--- src/common/depl_pkg.sv ---
// Constants, field layouts and carrier types for the dual-edge probe latch.
// Assumes a 32-bit AXI4-Lite register bus and a 10 MHz core clock.
package depl_pkg;
   // -------------------------------------------------------------
   // Sizes
   // -------------------------------------------------------------
   localparam int DEF_DATA_W    = 8;
   localparam int DEF_FIRST_CH  = 6;
   localparam int DEF_SECOND_CH = 7;
   localparam int DEF_DLY_DEPTH = 16;
   localparam int DEL_W         = 4;
   localparam int ADDR_W        = 5;
   localparam int TEMP_W        = 8;
   // -------------------------------------------------------------
   // Register offsets
   // -------------------------------------------------------------
   localparam logic [ADDR_W-1:0] CTRL_OFS     = 5'h00;
   localparam logic [ADDR_W-1:0] STATUS_OFS   = 5'h04;
   localparam logic [ADDR_W-1:0] IRQ_STAT_OFS = 5'h08;
   localparam logic [ADDR_W-1:0] IRQ_MASK_OFS = 5'h0C;
   localparam logic [ADDR_W-1:0] DELAY_OFS    = 5'h10;
   localparam logic [ADDR_W-1:0] TEMP_LIM_OFS = 5'h14;
   localparam logic [ADDR_W-1:0] DATA_OFS     = 5'h18;
   // -------------------------------------------------------------
   // Field positions and reset values
   // -------------------------------------------------------------
   localparam int CTRL_W        = 6;
   localparam int IRQ_W         = 3;
   localparam int DLY_SECOND_POS = 8;
   localparam int STAT_TEMP_POS = 8;
   localparam logic [TEMP_W-1:0] TEMP_LIM_RST = 8'hC8;
   localparam logic [1:0]        RESP_OKAY    = 2'h0;
   localparam logic [1:0]        RESP_SLVERR  = 2'h2;
   // -------------------------------------------------------------
   // Types
   // -------------------------------------------------------------
   typedef enum logic [1:0] {
      MIX_PASS = 2'b00,
      MIX_AND  = 2'b01,
      MIX_OR   = 2'b10,
      MIX_XOR  = 2'b11
   } depl_mix_t;
   typedef struct packed {
      depl_mix_t mix;
      logic      rsv;
      logic      single;
      logic      full;
      logic      run;
   } depl_ctrl_t;
   typedef struct packed {
      logic hot;
      logic ext_event;
      logic load;
   } depl_irq_t;
   typedef struct packed {
      logic [DEL_W-1:0] second;
      logic [DEL_W-1:0] first;
   } depl_delay_t;
endpackage : depl_pkg

--- src/core/depl_delay.sv ---
// Per-channel adjustable delay in whole core-clock cycles.
// Assumes sel is held steady while the channel is in use.
`timescale 1ns/1ps
module depl_delay
   import depl_pkg::*;
#(
   parameter int DEPTH = DEF_DLY_DEPTH,
   parameter int SEL_W = $clog2(DEPTH)
)
(
   input  wire logic             clk,   // Core clock
   input  wire logic             rst,   // Synchronous reset
   input  wire logic             din,   // Channel bit
   input  wire logic [SEL_W-1:0] sel,   // Delay in cycles
   output logic                  dout   // Delayed bit, one extra cycle
);
   logic [DEPTH-2:0] sh;
   logic [DEPTH-2:0] next_sh;
   logic [DEPTH-1:0] taps;
   logic             next_dout;
   assign taps = {sh, din};
   always_comb
   begin
      next_sh   = {sh[DEPTH-3:0], din};
      next_dout = taps[sel];
   end
   always_ff @(posedge clk)
   begin
      if (rst)
      begin
         sh   <= '0;
         dout <= 1'b0;
      end
      else
      begin
         sh   <= next_sh;
         dout <= next_dout;
      end
   end
   property p_dly_zero;
      @(posedge clk) disable iff (rst)
      ($past(sel) == 0) |-> (dout == $past(din));
   endproperty
   a_dly_zero: assert property (p_dly_zero) else $error("zero delay tap wrong");
   property p_dly_two;
      @(posedge clk) disable iff (rst)
      ($past(sel) == 2) ##0 !$past(rst, 3) |-> (dout == $past(din, 3));
   endproperty
   a_dly_two: assert property (p_dly_two) else $error("two cycle tap wrong");
endmodule : depl_delay

--- src/core/depl_sync.sv ---
// Two-flop synchroniser for a bundle of pin inputs.
// Assumes each bit is an independent level from outside the core clock.
`timescale 1ns/1ps
module depl_sync
#(
   parameter int W = 1
)
(
   input  wire logic         clk,   // Core clock
   input  wire logic         rst,   // Synchronous reset
   input  wire logic [W-1:0] din,   // Asynchronous levels
   output logic      [W-1:0] dout   // Synchronised levels
);
   logic [W-1:0] meta;
   always_ff @(posedge clk)
   begin
      if (rst)
      begin
         meta <= '0;
         dout <= '0;
      end
      else
      begin
         meta <= din;
         dout <= meta;
      end
   end
endmodule : depl_sync

--- src/core/depl_top.sv ---
// Probe-side latch: double-edge capture of cable data, simultaneous
// output word, two delayable mixable channels, event return, overheat.
// Assumes cable clock and data change together, well below CORE_CLK/4.
// Function
// - Rising forwarded-clock edge captures cable data into the rising bank.
// - Falling edge captures cable data into the falling bank (double-edge).
// - Half channel mode uses only the rising bank.
// - Output stage updates all channels together, except the two delayed mixable channels in single-edge mode.
// - External event input is passed back to the pattern board.
// - Temperature is monitored and overheat reported to the processor.
// - Single-edge (variable) probe captures on rising edge only, no falling bank.
// - Each mixable channel gets its own adjustable delay before output.
// - The two mixable channels combine through a selectable logic function.
`timescale 1ns/1ps
module depl_top
   import depl_pkg::*;
#(
   parameter int DATA_W    = DEF_DATA_W,
   parameter int FIRST_CH  = DEF_FIRST_CH,
   parameter int SECOND_CH = DEF_SECOND_CH,
   parameter int DLY_DEPTH = DEF_DLY_DEPTH
)
(
   input  wire logic                CORE_CLK,   // 10 MHz core clock
   input  wire logic                RST,        // Sync reset, high
   input  wire logic [ADDR_W-1:0]   AWADDR,     // AXI write address
   input  wire logic                AWVALID,    // AXI
   output logic                     AWREADY,    // AXI
   input  wire logic [31:0]         WDATA,      // AXI write data
   input  wire logic [3:0]          WSTRB,      // AXI byte enables
   input  wire logic                WVALID,     // AXI
   output logic                     WREADY,     // AXI
   output logic [1:0]               BRESP,      // AXI
   output logic                     BVALID,     // AXI
   input  wire logic                BREADY,     // AXI
   input  wire logic [ADDR_W-1:0]   ARADDR,     // AXI read address
   input  wire logic                ARVALID,    // AXI
   output logic                     ARREADY,    // AXI
   output logic [31:0]              RDATA,      // AXI read data
   output logic [1:0]               RRESP,      // AXI
   output logic                     RVALID,     // AXI
   input  wire logic                RREADY,     // AXI
   input  wire logic                LINK_CLK,   // Forwarded cable clock
   input  wire logic [DATA_W-1:0]   LINK_DATA,  // Cable channel data
   input  wire logic                EVENT_IN,   // Connector event pin
   output logic                     EVENT_OUT,  // Event to pattern board
   input  wire logic [TEMP_W-1:0]   TEMP_CODE,  // Sensor code, core clock
   output logic                     OVERHEAT,   // Overheat level
   output logic [2*DATA_W-1:0]      DATA_OUT,   // Output word
   output logic                     DATA_LOAD,  // New word pulse
   output logic                     IRQ         // Interrupt level
);
   // -------------------------------------------------------------
   // Pin synchronisers
   // -------------------------------------------------------------
   logic              clk_s;
   logic              event_s;
   logic [DATA_W-1:0] data_s;
   // Clock and data share one latency so edges pick matching data
   depl_sync #(
      .W (DATA_W + 2)
   ) u_sync (
      .clk  (CORE_CLK),
      .rst  (RST),
      .din  ({EVENT_IN, LINK_CLK, LINK_DATA}),
      .dout ({event_s, clk_s, data_s})
   );
   // -------------------------------------------------------------
   // Registers and link state
   // -------------------------------------------------------------
   depl_ctrl_t          ctrl, next_ctrl;
   depl_irq_t           irq_stat, next_irq_stat;
   depl_irq_t           irq_mask, next_irq_mask;
   depl_delay_t         dly, next_dly;
   logic [TEMP_W-1:0]   temp_lim, next_temp_lim;
   logic                aw_got, next_aw_got;
   logic                w_got, next_w_got;
   logic [ADDR_W-1:0]   waddr, next_waddr;
   logic [31:0]         wdata, next_wdata;
   logic [3:0]          wstrb, next_wstrb;
   logic                bvalid, next_bvalid;
   logic [1:0]          bresp, next_bresp;
   logic                rvalid, next_rvalid;
   logic [31:0]         rdata, next_rdata;
   logic [1:0]          rresp, next_rresp;
   logic                irq, next_irq;
   logic                wr_ctrl;
   logic                clk_d, next_clk_d;
   logic                event_d, next_event_d;
   logic [DATA_W-1:0]   bank_a, next_bank_a;
   logic [DATA_W-1:0]   bank_b, next_bank_b;
   logic [2*DATA_W-1:0] out_word, next_out_word;
   logic [2*DATA_W-1:0] data_out, next_data_out;
   logic                load_q, next_load;
   logic                data_load, next_data_load;
   logic                overheat, next_overheat;
   depl_irq_t           ev, next_ev;
   logic                rise, fall, two_edge;
   logic [1:0]          dly_out;
   assign rise     = clk_s & ~clk_d;
   assign fall     = ~clk_s & clk_d;
   assign two_edge = ctrl.full & ~ctrl.single;
   // -------------------------------------------------------------
   // Mixable channel delays
   // -------------------------------------------------------------
   genvar g;
   generate
      for (g = 0; g < 2; g++)
      begin : g_dly
         depl_delay #(
            .DEPTH (DLY_DEPTH)
         ) u_dly (
            .clk  (CORE_CLK),
            .rst  (RST),
            .din  (out_word[g == 0 ? FIRST_CH : SECOND_CH]),
            .sel  (g == 0 ? dly.first : dly.second),
            .dout (dly_out[g])
         );
      end
   endgenerate
   function automatic logic mix_fn(input depl_mix_t f, input logic a, input logic b);
      case (f)
         MIX_AND: mix_fn = a & b;
         MIX_OR:  mix_fn = a | b;
         MIX_XOR: mix_fn = a ^ b;
         default: mix_fn = a;
      endcase
   endfunction : mix_fn
   // -------------------------------------------------------------
   // Link capture and output stage
   // -------------------------------------------------------------
   always_comb
   begin
      next_clk_d    = clk_s;
      next_event_d  = event_s;
      next_bank_a   = bank_a;
      next_bank_b   = bank_b;
      next_out_word = out_word;
      next_load     = 1'b0;
      if (ctrl.run && rise)
      begin
         next_bank_a = data_s;
         if (!two_edge)
         begin
            next_out_word = {{DATA_W{1'b0}}, data_s};
            next_load     = 1'b1;
         end
      end
      if (ctrl.run && fall && two_edge)
      begin
         next_bank_b   = data_s;
         next_out_word = {data_s, bank_a};
         next_load     = 1'b1;
      end
      next_data_out = out_word;
      if (ctrl.single)
      begin
         next_data_out[FIRST_CH]  = mix_fn(ctrl.mix, dly_out[0], dly_out[1]);
         next_data_out[SECOND_CH] = dly_out[1];
      end
      next_data_load   = load_q;
      next_overheat    = (TEMP_CODE >= temp_lim);
      next_ev.load      = next_load;
      next_ev.ext_event = event_s & ~event_d;
      next_ev.hot       = next_overheat & ~overheat;
   end
   always_ff @(posedge CORE_CLK)
   begin
      if (RST)
      begin
         clk_d     <= 1'b0;
         event_d   <= 1'b0;
         bank_a    <= '0;
         bank_b    <= '0;
         out_word  <= '0;
         data_out  <= '0;
         load_q    <= 1'b0;
         data_load <= 1'b0;
         overheat  <= 1'b0;
         ev        <= '0;
      end
      else
      begin
         clk_d     <= next_clk_d;
         event_d   <= next_event_d;
         bank_a    <= next_bank_a;
         bank_b    <= next_bank_b;
         out_word  <= next_out_word;
         data_out  <= next_data_out;
         load_q    <= next_load;
         data_load <= next_data_load;
         overheat  <= next_overheat;
         ev        <= next_ev;
      end
   end
   assign EVENT_OUT = event_d;
   assign OVERHEAT  = overheat;
   assign DATA_OUT  = data_out;
   assign DATA_LOAD = data_load;
   // -------------------------------------------------------------
   // AXI4-Lite slave and register file
   // -------------------------------------------------------------
   function automatic logic [31:0] merge(input logic [31:0] old, input logic [31:0] d,
                                         input logic [3:0] be);
      logic [31:0] m;
      m = '0;
      for (int i = 0; i < 4; i++)
      begin
         m[8*i +: 8] = {8{be[i]}};
      end
      merge = (old & ~m) | (d & m);
   endfunction : merge
   function automatic logic is_mapped(input logic [ADDR_W-1:0] a);
      is_mapped = (a == CTRL_OFS) || (a == STATUS_OFS) || (a == IRQ_STAT_OFS) ||
                  (a == IRQ_MASK_OFS) || (a == DELAY_OFS) || (a == TEMP_LIM_OFS) ||
                  (a == DATA_OFS);
   endfunction : is_mapped
   assign AWREADY = ~aw_got & ~bvalid;
   assign WREADY  = ~w_got & ~bvalid;
   assign ARREADY = ~rvalid;
   always_comb
   begin
      logic [31:0] tmp;
      logic [31:0] clr;
      tmp           = '0;
      clr           = '0;
      wr_ctrl       = 1'b0;
      next_aw_got   = aw_got;
      next_w_got    = w_got;
      next_waddr    = waddr;
      next_wdata    = wdata;
      next_wstrb    = wstrb;
      next_bvalid   = bvalid;
      next_bresp    = bresp;
      next_rvalid   = rvalid;
      next_rdata    = rdata;
      next_rresp    = rresp;
      next_ctrl     = ctrl;
      next_irq_mask = irq_mask;
      next_dly      = dly;
      next_temp_lim = temp_lim;
      if (AWVALID && AWREADY)
      begin
         next_aw_got = 1'b1;
         next_waddr  = AWADDR;
      end
      if (WVALID && WREADY)
      begin
         next_w_got = 1'b1;
         next_wdata = WDATA;
         next_wstrb = WSTRB;
      end
      if (aw_got && w_got)
      begin
         next_aw_got = 1'b0;
         next_w_got  = 1'b0;
         next_bvalid = 1'b1;
         next_bresp  = is_mapped(waddr) ? RESP_OKAY : RESP_SLVERR;
         if (waddr == CTRL_OFS)
         begin
            wr_ctrl       = 1'b1;
            tmp           = merge(32'(ctrl), wdata, wstrb);
            next_ctrl     = depl_ctrl_t'(tmp[CTRL_W-1:0]);
            next_ctrl.rsv = 1'b0;
            // Changing the mix mid-pattern would glitch the mixed channel
            if (ctrl.run)
            begin
               next_ctrl.mix = ctrl.mix;
            end
         end
         else if (waddr == IRQ_STAT_OFS)
         begin
            clr = merge(32'h0000_0000, wdata, wstrb);
         end
         else if (waddr == IRQ_MASK_OFS)
         begin
            tmp           = merge(32'(irq_mask), wdata, wstrb);
            next_irq_mask = depl_irq_t'(tmp[IRQ_W-1:0]);
         end
         else if (waddr == DELAY_OFS)
         begin
            tmp         = merge(32'({dly.second, {(DLY_SECOND_POS-DEL_W){1'b0}}, dly.first}), wdata, wstrb);
            next_dly    = {tmp[DLY_SECOND_POS +: DEL_W], tmp[DEL_W-1:0]};
         end
         else if (waddr == TEMP_LIM_OFS)
         begin
            tmp           = merge(32'(temp_lim), wdata, wstrb);
            next_temp_lim = tmp[TEMP_W-1:0];
         end
      end
      else if (bvalid && BREADY)
      begin
         next_bvalid = 1'b0;
      end
      // Hardware set wins over a same-cycle clear
      next_irq_stat = (irq_stat & ~depl_irq_t'(clr[IRQ_W-1:0])) | ev;
      next_irq      = |(next_irq_stat & next_irq_mask);
      if (ARVALID && ARREADY)
      begin
         next_rvalid = 1'b1;
         next_rresp  = is_mapped(ARADDR) ? RESP_OKAY : RESP_SLVERR;
         if (ARADDR == CTRL_OFS)
         begin
            next_rdata = 32'(ctrl);
         end
         else if (ARADDR == STATUS_OFS)
         begin
            next_rdata = 32'({TEMP_CODE, {(STAT_TEMP_POS-3){1'b0}}, event_d, clk_s, overheat});
         end
         else if (ARADDR == IRQ_STAT_OFS)
         begin
            next_rdata = 32'(irq_stat);
         end
         else if (ARADDR == IRQ_MASK_OFS)
         begin
            next_rdata = 32'(irq_mask);
         end
         else if (ARADDR == DELAY_OFS)
         begin
            next_rdata = 32'({dly.second, {(DLY_SECOND_POS-DEL_W){1'b0}}, dly.first});
         end
         else if (ARADDR == TEMP_LIM_OFS)
         begin
            next_rdata = 32'(temp_lim);
         end
         else if (ARADDR == DATA_OFS)
         begin
            next_rdata = 32'(data_out);
         end
         else
         begin
            next_rdata = '0;
         end
      end
      else if (rvalid && RREADY)
      begin
         next_rvalid = 1'b0;
      end
   end
   always_ff @(posedge CORE_CLK)
   begin
      if (RST)
      begin
         aw_got   <= 1'b0;
         w_got    <= 1'b0;
         waddr    <= '0;
         wdata    <= '0;
         wstrb    <= '0;
         bvalid   <= 1'b0;
         bresp    <= RESP_OKAY;
         rvalid   <= 1'b0;
         rdata    <= '0;
         rresp    <= RESP_OKAY;
         ctrl     <= '0;
         irq_stat <= '0;
         irq_mask <= '0;
         dly      <= '0;
         temp_lim <= TEMP_LIM_RST;
         irq      <= 1'b0;
      end
      else
      begin
         aw_got   <= next_aw_got;
         w_got    <= next_w_got;
         waddr    <= next_waddr;
         wdata    <= next_wdata;
         wstrb    <= next_wstrb;
         bvalid   <= next_bvalid;
         bresp    <= next_bresp;
         rvalid   <= next_rvalid;
         rdata    <= next_rdata;
         rresp    <= next_rresp;
         ctrl     <= next_ctrl;
         irq_stat <= next_irq_stat;
         irq_mask <= next_irq_mask;
         dly      <= next_dly;
         temp_lim <= next_temp_lim;
         irq      <= next_irq;
      end
   end
   assign BVALID = bvalid;
   assign BRESP  = bresp;
   assign RVALID = rvalid;
   assign RDATA  = rdata;
   assign RRESP  = rresp;
   assign IRQ    = irq;
   // -------------------------------------------------------------
   // Assertions
   // -------------------------------------------------------------
   property p_rise_bank;
      @(posedge CORE_CLK) disable iff (RST)
      (ctrl.run && rise) |=> (bank_a == $past(data_s));
   endproperty
   a_rise_bank: assert property (p_rise_bank) else $error("rising bank missed");
   property p_fall_bank;
      @(posedge CORE_CLK) disable iff (RST)
      (ctrl.run && fall && two_edge) |=> (bank_b == $past(data_s)) && load_q;
   endproperty
   a_fall_bank: assert property (p_fall_bank) else $error("falling bank missed");
   property p_half_mode;
      @(posedge CORE_CLK) disable iff (RST)
      (!ctrl.full && !$past(ctrl.full)) |-> $stable(bank_b);
   endproperty
   a_half_mode: assert property (p_half_mode) else $error("falling bank used in half mode");
   property p_together;
      @(posedge CORE_CLK) disable iff (RST)
      (!ctrl.single && !$past(ctrl.single) && !$past(ctrl.single, 2) && (DATA_OUT != $past(DATA_OUT))) |-> DATA_LOAD;
   endproperty
   a_together: assert property (p_together) else $error("output changed without load");
   property p_event_pass;
      @(posedge CORE_CLK) disable iff (RST)
      $rose(event_s) |=> EVENT_OUT ##1 irq_stat.ext_event;
   endproperty
   a_event_pass: assert property (p_event_pass) else $error("event not returned");
   property p_overheat;
      @(posedge CORE_CLK) disable iff (RST)
      (TEMP_CODE >= temp_lim) ##1 !$past(OVERHEAT) |-> OVERHEAT ##1 irq_stat.hot;
   endproperty
   a_overheat: assert property (p_overheat) else $error("overheat not reported");
   property p_single_edge;
      @(posedge CORE_CLK) disable iff (RST)
      (ctrl.single && ctrl.run && rise) |=> load_q && (out_word[2*DATA_W-1:DATA_W] == '0);
   endproperty
   a_single_edge: assert property (p_single_edge) else $error("single edge capture wrong");
   property p_mix_and;
      @(posedge CORE_CLK) disable iff (RST)
      (ctrl.single && ctrl.mix == MIX_AND) |=> (DATA_OUT[FIRST_CH] == $past(dly_out[0] & dly_out[1]));
   endproperty
   a_mix_and: assert property (p_mix_and) else $error("mix function wrong");
   property p_both_banks;
      @(posedge CORE_CLK) disable iff (RST)
      (ctrl.run && fall && two_edge) |=> (out_word == {$past(data_s), $past(bank_a)}) ##1 DATA_LOAD;
   endproperty
   a_both_banks: assert property (p_both_banks) else $error("banks not loaded together");
   property p_mix_held;
      @(posedge CORE_CLK) disable iff (RST)
      (wr_ctrl && ctrl.run) |=> (ctrl.mix == $past(ctrl.mix));
   endproperty
   a_mix_held: assert property (p_mix_held) else $error("mix changed while running");
endmodule : depl_top

--- config.mk ---
export PLATFORM = sky130hd
export DESIGN_NAME = depl_top
export DESIGN_NICKNAME = d
export VERILOG_FILES = /design/src/common/depl_pkg.sv /design/src/core/depl_delay.sv /design/src/core/depl_sync.sv /design/src/core/depl_top.sv
export SDC_FILE = /design/constraint.sdc
export NUM_CORES = 1
export LEC_CHECK = 0
export BUFFER_PORTS_ARGS = -buffer_cell sky130_fd_sc_hd__buf_4
export CAP_MARGIN = 20
export CORE_UTILIZATION = 50
export DETAILED_ROUTE_END_ITERATION = 16
export GPL_TIMING_DRIVEN = 0
export PLACE_DENSITY_LB_ADDON = 0.05
export SLEW_MARGIN = 20
export SYNTH_ARGS = -nofsm -noshare
export SYNTH_HDL_FRONTEND = slang
export SYNTH_SLANG_ARGS = --single-unit
--- constraint.sdc ---
create_clock -name CORE_CLK -period 5.3 [get_ports CORE_CLK]
set_clock_uncertainty 0.1 [all_clocks]
set_input_delay 1.06 -clock CORE_CLK [delete_from_list [all_inputs] [get_ports CORE_CLK]]
set_output_delay 1.06 -clock CORE_CLK [all_outputs]
set_load 0.05 [all_outputs]
==> results of run 1 <==
## critical path: stages
cell      delay, ps
buf_4            90
buf_2           220
nor2b_1         520
and3_1          230
clkbuf_1        240
a221oi_1        120
nor3_1          160
## synth_stat cells (3+ instances only)
cell type | count | share of area (%)
dfxtp_1 | 168 | 51
nor2_1 | 75 | 4.3
nor2b_1 | 68 | 6.5
nand2_1 | 55 | 3.2
mux2i_1 | 48 | 7.3
a21oi_1 | 30 | 2.3
clkbuf_1 | 28 | 1.6
inv_1 | 24 | 1.4
buf_4 | 19 | 2.2
nor3_1 | 18 | 1.4
a211oi_1 | 14 | 1.6
nand2b_1 | 14 | 1.3
o21ai_0 | 12 | 0.92
mux4_2 | 11 | 3.8
ha_1 | 10 | 1.9
buf_2 | 8 | 0.61
nand3_1 | 8 | 0.61
a221oi_1 | 6 | 0.80
a31oi_1 | 6 | 0.57
a22oi_1 | 4 | 0.46
nand3b_1 | 4 | 0.46
a211o_1 | 3 | 0.40
mux2_2 | 3 | 0.52
nor4_1 | 3 | 0.29
or3_1 | 3 | 0.29
## cell type report
class / count / area share, %
Sequential cell: 168 / 41.26
Multi-Input combinational cell: 439 / 35.12
Tap cell: 172 / 2.640
Timing Repair Buffer: 90 / 8.289
Clock buffer: 20 / 5.602
Clock inverter: 11 / 2.364
Inverter: 24 / 1.105
Buffer: 57 / 3.622
## routing by layer
layer  GRT usage, %  up-vias
met5              0        -
met4          7.692        0
met3          4.152       17
met2          40.28      122
met1          31.79     2351
li1               -     2486
## cells by family (layout without fill, tap and decap cells)
kind of cell	count (synthesis)	count (layout)	synth area share (%)
AOI/OAI and AO/OA	86	86	8.428
adders and majority gates	10	10	1.911
buffers and inverters	81	202	5.886
DFF	168	168	51.37
muxes	62	62	11.64
other	1	18	0.05727
and+or+nand+nor	263	263	20.72
## stage by stage
stage / hold slack, ps / area [um^2]
after floorplan: 309.3 / 6611
after global placement: 317.5 / 7502
after detailed placement: 320.4 / 7502
after CTS: 334.7 / 8152
after global routing: 351.5 / 8152
final: 334.2 / 8152
## power by group
| group | leakage [nW] | internal, W | switching (W) | total, W |
|---|---|---|---|---|
| Combinational | 1.82 | 0.0000828 | 0.000146 | 0.000229 |
| Sequential | 1.36 | 0.00129 | 0.0000228 | 0.00131 |
| Clock | 0.313 | 0.000860 | 0.000498 | 0.00136 |
## worst paths after layout
path / startpoint / cells past startpoint / slack, ps / end
max: ARADDR[3] / 7 / 2890 / RDATA[12]
min: u_sync.meta[0] / 1 / 330 / u_sync.dout[0]
max reg2reg: flip-flop / 5 / 3260 / out_word[10]
min reg2reg: u_sync.meta[0] / 1 / 330 / u_sync.dout[0]
==> results.cfg, run 1 <==
[finish]
finalNetCount = 878
seq_area_mm2 = 0.003363
mostFrequentLayoutCells = dfxtp_1, buf_4, nor2_1
drive_gt1_share_pct = 20.64
final_common_cell = dfxtp_1
nFillCells = 1066
diodes = 0
multi_input_area_mm2 = 0.002863
area_delta_synth_final_pct = 24.50
finalNonFillerCells = 981
fin_util_pct = 64.33

[drt]
drc_errors = 0
dr.pass1.iters = 4
wl_um = 15550
vias = 4976
ant_nets = 0
via_per_inst = 5.072
drt_first_iter_violations = 236
met1Wirelength_um = 7178
wl_per_cell_um = 15.85
wl_met2_um = 7492
met3_length_um = 692
top_layer = met4

[place]
place_ws_ps = 2470
dp_cells = 950
post-dp-hpwl_um = 11850
portBuffers = 90
gp_congestion = 0.9063

[synth]
synth-seq-cells = 168
yosysUniqueCellTypes = 50
synth.avg_cell_area_um2 = 9.758
synth_top_flop_cell = dfxtp_1
synthArstFlopShare_pct = 0
netlist_instances = 671
synth_edf_count = 0
yosysWarnings = 0
seq_area_frac_synth_pct = 51.37
syn-cell-area_mm2 = 0.006548

[cts]
cts_buffer_depth = 2
clk_latency_ps = 420
numClockSinks = 168
cts_setup_buffers = 0
cts_tree = yes
htree_num_levels = 4
numCtsBuffers = 17
ctsHoldBuffers = 0
clkTransAtPathRegs_ps = 60
cts_resized = 0
cts-root-buf = clkbuf_16

[global_routing]
grt_pass1_vias = 4576
grt_usage_pct = 24.11
grt_max_degree = 17
overflow = 0
antenna_found_initial = 0
grt_pass1_wl_um = 24010

[setup_path]
cp_max_fo = 10
worstPathArrival_ps = 2650
endpoint_kind = flip-flop
criticalPathCategory = input pin to flip-flop
cp-start-kind = input pin
cp.required_ps = 5540

[sta]
setup_ws_ps = 2889
rsz0062_at_grt = false
max_freq_ghz = 0.4148
slew_viol_final = 0
max_slew_margin_pct = 39.07
fin_crit_ps = 2411
setup_tns_ps = 0
hold_viol = 0
fin_crit_sh_pct = 45.49
setup_violations = 0
worstMarginPinSlew_ps = 906.9

[floorplanning]
die_height_um = 116.4
die-area_mm2 = 0.01356
pin_count = 132
start_util_pct = 51.67
rows = 41
die_w_um = 116.4
coreArea_mm2 = 0.01267

[pwr]
p_leak_nw = 3.500
power.total_w = 0.002900
power.density_mw_per_mm2 = 355.7
vdd_ir_drop_max_mv = 0.3133

[run]
drv_cap = 0

[hold_path]
hold_path.class = flip-flop to flip-flop

[run_status]
status = completed
Power figures use the tool's default switching activity.
==> run 2: changes to the inputs <==
--- a/config.mk
+++ b/config.mk
@@ -5,9 +5,10 @@
 export SDC_FILE = /design/constraint.sdc
 export NUM_CORES = 1
 export LEC_CHECK = 0
+export ABC_AREA = 1
 export BUFFER_PORTS_ARGS = -buffer_cell sky130_fd_sc_hd__buf_4
 export CAP_MARGIN = 20
-export CORE_UTILIZATION = 50
+export CORE_UTILIZATION = 49
 export DETAILED_ROUTE_END_ITERATION = 16
 export GPL_TIMING_DRIVEN = 0
 export PLACE_DENSITY_LB_ADDON = 0.05
==> constraint.sdc (replaced) <==
create_clock -name CORE_CLK -period 2.1 [get_ports CORE_CLK]
set_clock_uncertainty 0.1 [all_clocks]
set_input_delay 0.42 -clock CORE_CLK [delete_from_list [all_inputs] [get_ports CORE_CLK]]
set_output_delay 0.42 -clock CORE_CLK [all_outputs]
set_load 0.05 [all_outputs]
==> run 2 against run 1 <==
Net effect: power rose by 140%; clock-buffer cell count fell by 1; final cell count rose by 20%; critical path depth did not move; sequential share of layout area rose by 0.15 points; synthesized cell count rose by 28%; design area fell by 0.35%; die area rose by 2.8%; first-iteration DRC count rose by 36%; critical path type is now flip-flop to flip-flop; wire length rose by 5.4%; clock power rose by 120%; hold slack got worse by 250 ps.
==> results.cfg, run 2 <==
[drt]
drc_errors = 0
drt_first_iter_violations = 321
wl_per_cell_um = 13.94
ant_nets = 0
wl_um = 16380
via_per_inst = 4.857
vias = 5707
dr.pass1.iters = 5

[floorplanning]
die_w_um = 118.1
start_util_pct = 50.05
die-area_mm2 = 0.01394
coreArea_mm2 = 0.01319
rows = 42
die_height_um = 118.1
pin_count = 132

[finish]
drive_gt1_share_pct = 16.42
area_delta_synth_final_pct = 23.05
diodes = 0
mostFrequentLayoutCells = dfxtp_1, inv_1, nor2_1
finalNetCount = 1067
final_common_cell = dfxtp_1

[synth]
synth.avg_cell_area_um2 = 7.676
netlist_instances = 860
synth-seq-cells = 168
synthTopCellsByArea = dfxtp_1, inv_1, nor2_1
seq_area_frac_synth_pct = 50.95
synth_top_flop_cell = dfxtp_1
synth_top_area_share_pct = 50.95
yosysWarnings = 0
syn-cell-area_mm2 = 0.006601
yosysUniqueCellTypes = 38
synth_edf_count = 0
synth_common_cells = dfxtp_1, inv_1, nor2_1
yosysMostFrequentCell = dfxtp_1
synthArstFlopShare_pct = 0
yosys.area.top_type = dfxtp_1

[sta]
max_freq_ghz = 0.5308
setup_tns_ps = 0
setup_violations = 0
max_slew_margin_pct = 53.39
worstMarginPinSlew_ps = 699.2
slew_viol_final = 0
fin_crit_ps = 1884
rsz0062_at_grt = false
hold_viol = 0
fin_crit_sh_pct = 89.70

[pwr]
power.total_w = 0.006869
vdd_ir_drop_max_mv = 0.5728
p_leak_nw = 3.532
power.density_mw_per_mm2 = 845.6

[setup_path]
worst_path_most_repeated_cell = inv_2
cp-start-kind = flip-flop
slowest_stage = dfxtp_1
worstReg2RegStart = aw_got
r2r_cells = 7
endpoint_kind = flip-flop
path_cells = nand2_2, nor2_4, inv_2, nor3_4, inv_2, o21ai_0, a21oi_1
slowest_delay_ps = 370
r2r_setup_slack_ps = 220
criticalPathCategory = flip-flop to flip-flop
worstPathArrival_ps = 2090
cp.required_ps = 2310
cp_max_fo = 9

[place]
post-dp-hpwl_um = 12500
portBuffers = 90
gp_congestion = 0.9201

[global_routing]
grt_pass1_vias = 5192
grt_usage_pct = 24.45
grt_max_degree = 17
grt_pass1_wl_um = 26050
antenna_found_initial = 0
overflow = 0

[cts]
numClockSinks = 168
cts-root-buf = clkbuf_16
clk_latency_ps = 430
cts_buffer_depth = 2
cts_resized = 0
htree_num_levels = 4
numCtsBuffers = 17
clkTransAtPathRegs_ps = 70
ctsHoldBuffers = 0
cts_tree = yes
cts_setup_buffers = 0

[hold_path]
hold_depth = 3
hold_path.class = input pin to flip-flop
whs_endpoint = u_sync.meta[8]
hold_start = LINK_CLK

[run_status]
status = completed

[run]
drv_cap = 0
==> run 2: cell count changes in the layout (fill, tap and decap cells not counted), sizes merged, moves of 13 or more <==
cell | before | now
inv | 26 | 147
o21ai | 13 | 90
nor2b | 68 | 0
nor2 | 75 | 129
a21oi | 30 | 80
mux2i | 48 | 0
nand2 | 55 | 100
nand3 | 8 | 35
nand2b | 14 | 0
nand4 | 0 | 13
nor3 | 19 | 6
==> run 2: report_power, final <==
group / switching [W] / leakage (nW) / internal, W
registers: 0.0000517 / 1.36 / 0.00326
clock network: 0.00130 / 0.271 / 0.00167
logic: 0.000397 / 1.90 / 0.000189
==> run 2: per-stage QoR <==
step	worst slack (ps)	util, %	area [um^2]	std cells	hold WS, ps
floorplan	68.35	-	6665	877	288.3
global placement	6.361	57.32	7561	1143	289.0
detailed placement	11.82	57.32	7561	1143	292.4
CTS	223.9	61.58	8123	1175	73.02
global route	102.6	61.58	8123	1175	83.64
finish	216.2	61.58	8123	1175	80.95
==> run 2: worst max path at each step <==
stage,start,endpoint,slack (ps),cells after the start
after floorplan,BVALID,waddr[2],70,4
after global placement,RST,out_word[7],6,4
after detailed placement,RST,out_word[7],10,4
after CTS,aw_got,flip-flop,220,7
after global routing,aw_got,flip-flop,100,7
final,aw_got,flip-flop,220,7
==> run 2: area by class of cell <==
cell class                 instances  area [um^2]
buffer                            50        271.5
clock buffer                      19        442.9
clock inverter                    13        118.9
fill                            1261         5067
inverter                         147        551.8
multi-input combinational        512         2479
sequential                       168         3363
tap                              176        220.2
timing repair buffer              90        675.6
==> run 2: kinds of logic after synthesis <==
family          share of synthesized area, %
other cells                          0.05681
flops                                  50.95
buf+inv                                12.47
fa+ha+maj                              1.895
simple gates                           18.39
compound gates                         16.24
==> run 2: worst max-delay path: cells and delay by family, from the launching register on <==
kind                   cells  cell delay, ps
flip-flops                 1             370
AO/OA/AOI/OAI              2             330
AND/OR/NAND/NOR            3             690
buffers and inverters      2             250
==> run 2: routing by layer <==
metal  routed length [um]  up-vias  GRT usage [%]
met3                  762       35          5.717
li1                     -     2962              -
met5                    0        -              0
met2                 7378      140          38.01
met4                  437        0          11.46
met1                 7805     2570          32.06
==> run 3: changes to the inputs <==
--- a/config.mk
+++ b/config.mk
@@ -8,10 +8,12 @@
 export ABC_AREA = 1
 export BUFFER_PORTS_ARGS = -buffer_cell sky130_fd_sc_hd__buf_4
 export CAP_MARGIN = 20
-export CORE_UTILIZATION = 49
+export CORE_MARGIN = 4
+export CORE_UTILIZATION = 50
 export DETAILED_ROUTE_END_ITERATION = 16
 export GPL_TIMING_DRIVEN = 0
 export PLACE_DENSITY_LB_ADDON = 0.05
+export REMOVE_ABC_BUFFERS = 1
 export SLEW_MARGIN = 20
 export SYNTH_ARGS = -nofsm -noshare
 export SYNTH_HDL_FRONTEND = slang
==> constraint.sdc (replaced) <==
create_clock -name CORE_CLK -period 1.9 [get_ports CORE_CLK]
set_clock_uncertainty 0.1 [all_clocks]
set_input_delay 0.38 -clock CORE_CLK [delete_from_list [all_inputs] [get_ports CORE_CLK]]
set_output_delay 0.38 -clock CORE_CLK [all_outputs]
set_load 0.05 [all_outputs]
==> run 3 against run 2 <==
Net effect: clock-buffer cell count grew 2; worst setup slack lost 89 ps; flip-flop and latch count is the same; hold slack lost 31 ps; final cell count shrank 3.7%; non-clock buffer count shrank 40; via count shrank 0.82%; design area shrank 2.1%; register-to-register slack lost 90 ps; core utilization grew 0.70 points; wire length shrank 2.5%; critical path type unchanged.
==> results.cfg, run 3 (synthesis results as in run 2) <==
[run_status]
status = completed

[global_routing]
antenna_found_initial = 0
overflow = 0
grt_pass1_wl_um = 25590
grt_max_degree = 107
grt_pass1_vias = 5439
grt_usage_pct = 21.73

[setup_path]
worstPathArrival_ps = 2010
cp_max_fo = 18
cp.required_ps = 2140
endpoint_kind = flip-flop
criticalPathCategory = flip-flop to flip-flop
cp-start-kind = flip-flop

[floorplanning]
die_w_um = 122.9
rows = 41
start_util_pct = 51.68
coreArea_mm2 = 0.01277
die-area_mm2 = 0.01510
pin_count = 132
die_height_um = 122.9

[cts]
numClockSinks = 168
clk_latency_ps = 430
ctsHoldBuffers = 0
clkTransAtPathRegs_ps = 60
numCtsBuffers = 17
cts_buffer_depth = 2
htree_num_levels = 4
cts_tree = yes
cts-root-buf = clkbuf_16

[pwr]
combPwrFrac_pct = 8.2
p_switching_w = 0.001852
power.density_mw_per_mm2 = 931.3
clkPwrFrac_pct = 42.3
seqPwrFrac_pct = 49.5
p_leak_nw = 3.406
p_int_w = 0.005556
sw_frac_of_total_pct = 25.00
vdd_ir_drop_max_mv = 0.6098

[sta]
fin_crit_sh_pct = 93.30
holdWs_ps = 49.48
worstMarginPinSlew_ps = 829.1
setup_violations = 0
max_slew_margin_pct = 44.72
hold_viol = 0
fin_crit_ps = 1773
setup_tns_ps = 0
slew_viol_final = 0
max_freq_ghz = 0.5641

[place]
dp_cells = 1091
gp_congestion = 0.9059
place_area_mm2 = 0.007312
post-dp-hpwl_um = 11300
portBuffers = 91

[finish]
drive_gt1_share_pct = 16.06
fin_util_pct = 62.28
final_common_cell = dfxtp_1
area_delta_synth_final_pct = 20.51
finalInstanceArea_mm2 = 0.007955
mostFrequentLayoutCells = dfxtp_1, inv_1, nor2_1
finalNetCount = 1027
seq_area_mm2 = 0.003363
nFillCells = 1131
finalNonFillerCells = 1131
diodes = 0
multi_input_area_mm2 = 0.002505

[drt]
vias = 5660
ant_nets = 0
wl_um = 15970
via_per_inst = 5.004
dr.pass1.iters = 5
wl_per_cell_um = 14.12
drc_errors = 0
drt_first_iter_violations = 326

[hold_path]
hold_path.class = input pin to flip-flop

[run]
drv_cap = 0
==> run 3: cell type report <==
cell class / instances / area share, %
sequential: 168 / 42.28
clock buffer: 21 / 5.914
timing repair buffer: 100 / 9.641
clock inverter: 11 / 0.9437
tap: 172 / 2.705
multi-input combinational: 512 / 31.49
inverter: 147 / 7.031
==> run 3: per-layer routing <==
metal | vias up | wire, um | track usage (%)
met3 | 24 | 936 | 4.803
met2 | 149 | 7533 | 35.29
met4 | 0 | 280 | 9.447
met5 | - | 0 | 0
li1 | 2876 | - | -
met1 | 2611 | 7223 | 27.87
==> run 3: path summary, 6_finish.rpt <==
check,startpoint,end,slack (ps),cells after the start
max reg2reg,flip-flop,out_word[6],130,6
max,flip-flop,out_word[6],130,6
min reg2reg,u_sync.meta[5],u_sync.dout[5],300,2
min,LINK_DATA[1],u_sync.meta[1],50,3
==> run 3: power by group through the flow <==
stage	clock, W	sequential [W]	combinational [W]
finish	0.00313	0.00367	0.000610
floorplan	0	0.00377	0.000324
CTS	0.00318	0.00366	0.000599
detailed placement	0	0.00374	0.000595
global placement	0	0.00374	0.000579
global route	0.00336	0.00367	0.000669
==> run 3: per-stage QoR <==
stage / total power (W) / worst slack (ps)
floorplan: 0.004094 / -372.4
global placement: 0.004319 / -1114
detailed placement: 0.004338 / -473.3
CTS: 0.007446 / 7.855
global route: 0.007699 / -7.740
finish: 0.007409 / 127.3
==> run 3: critical path, cell delays in order (launching register included) <==
cell and delay [ps]:
dfxtp_1 380, nor2_2 280, nand4_4 320, o21ai_4 220, buf_4 190, o211ai_1 90, o22ai_1 120
==> run 3: timing repair <==
| action | in CTS | in global routing |
|---|---|---|
| pin swaps | 1 | 2 |
| setup endpoints to repair | 36 | 37 |
| setup buffers | 1 | 7 |
| resized for setup | 4 | 6 |
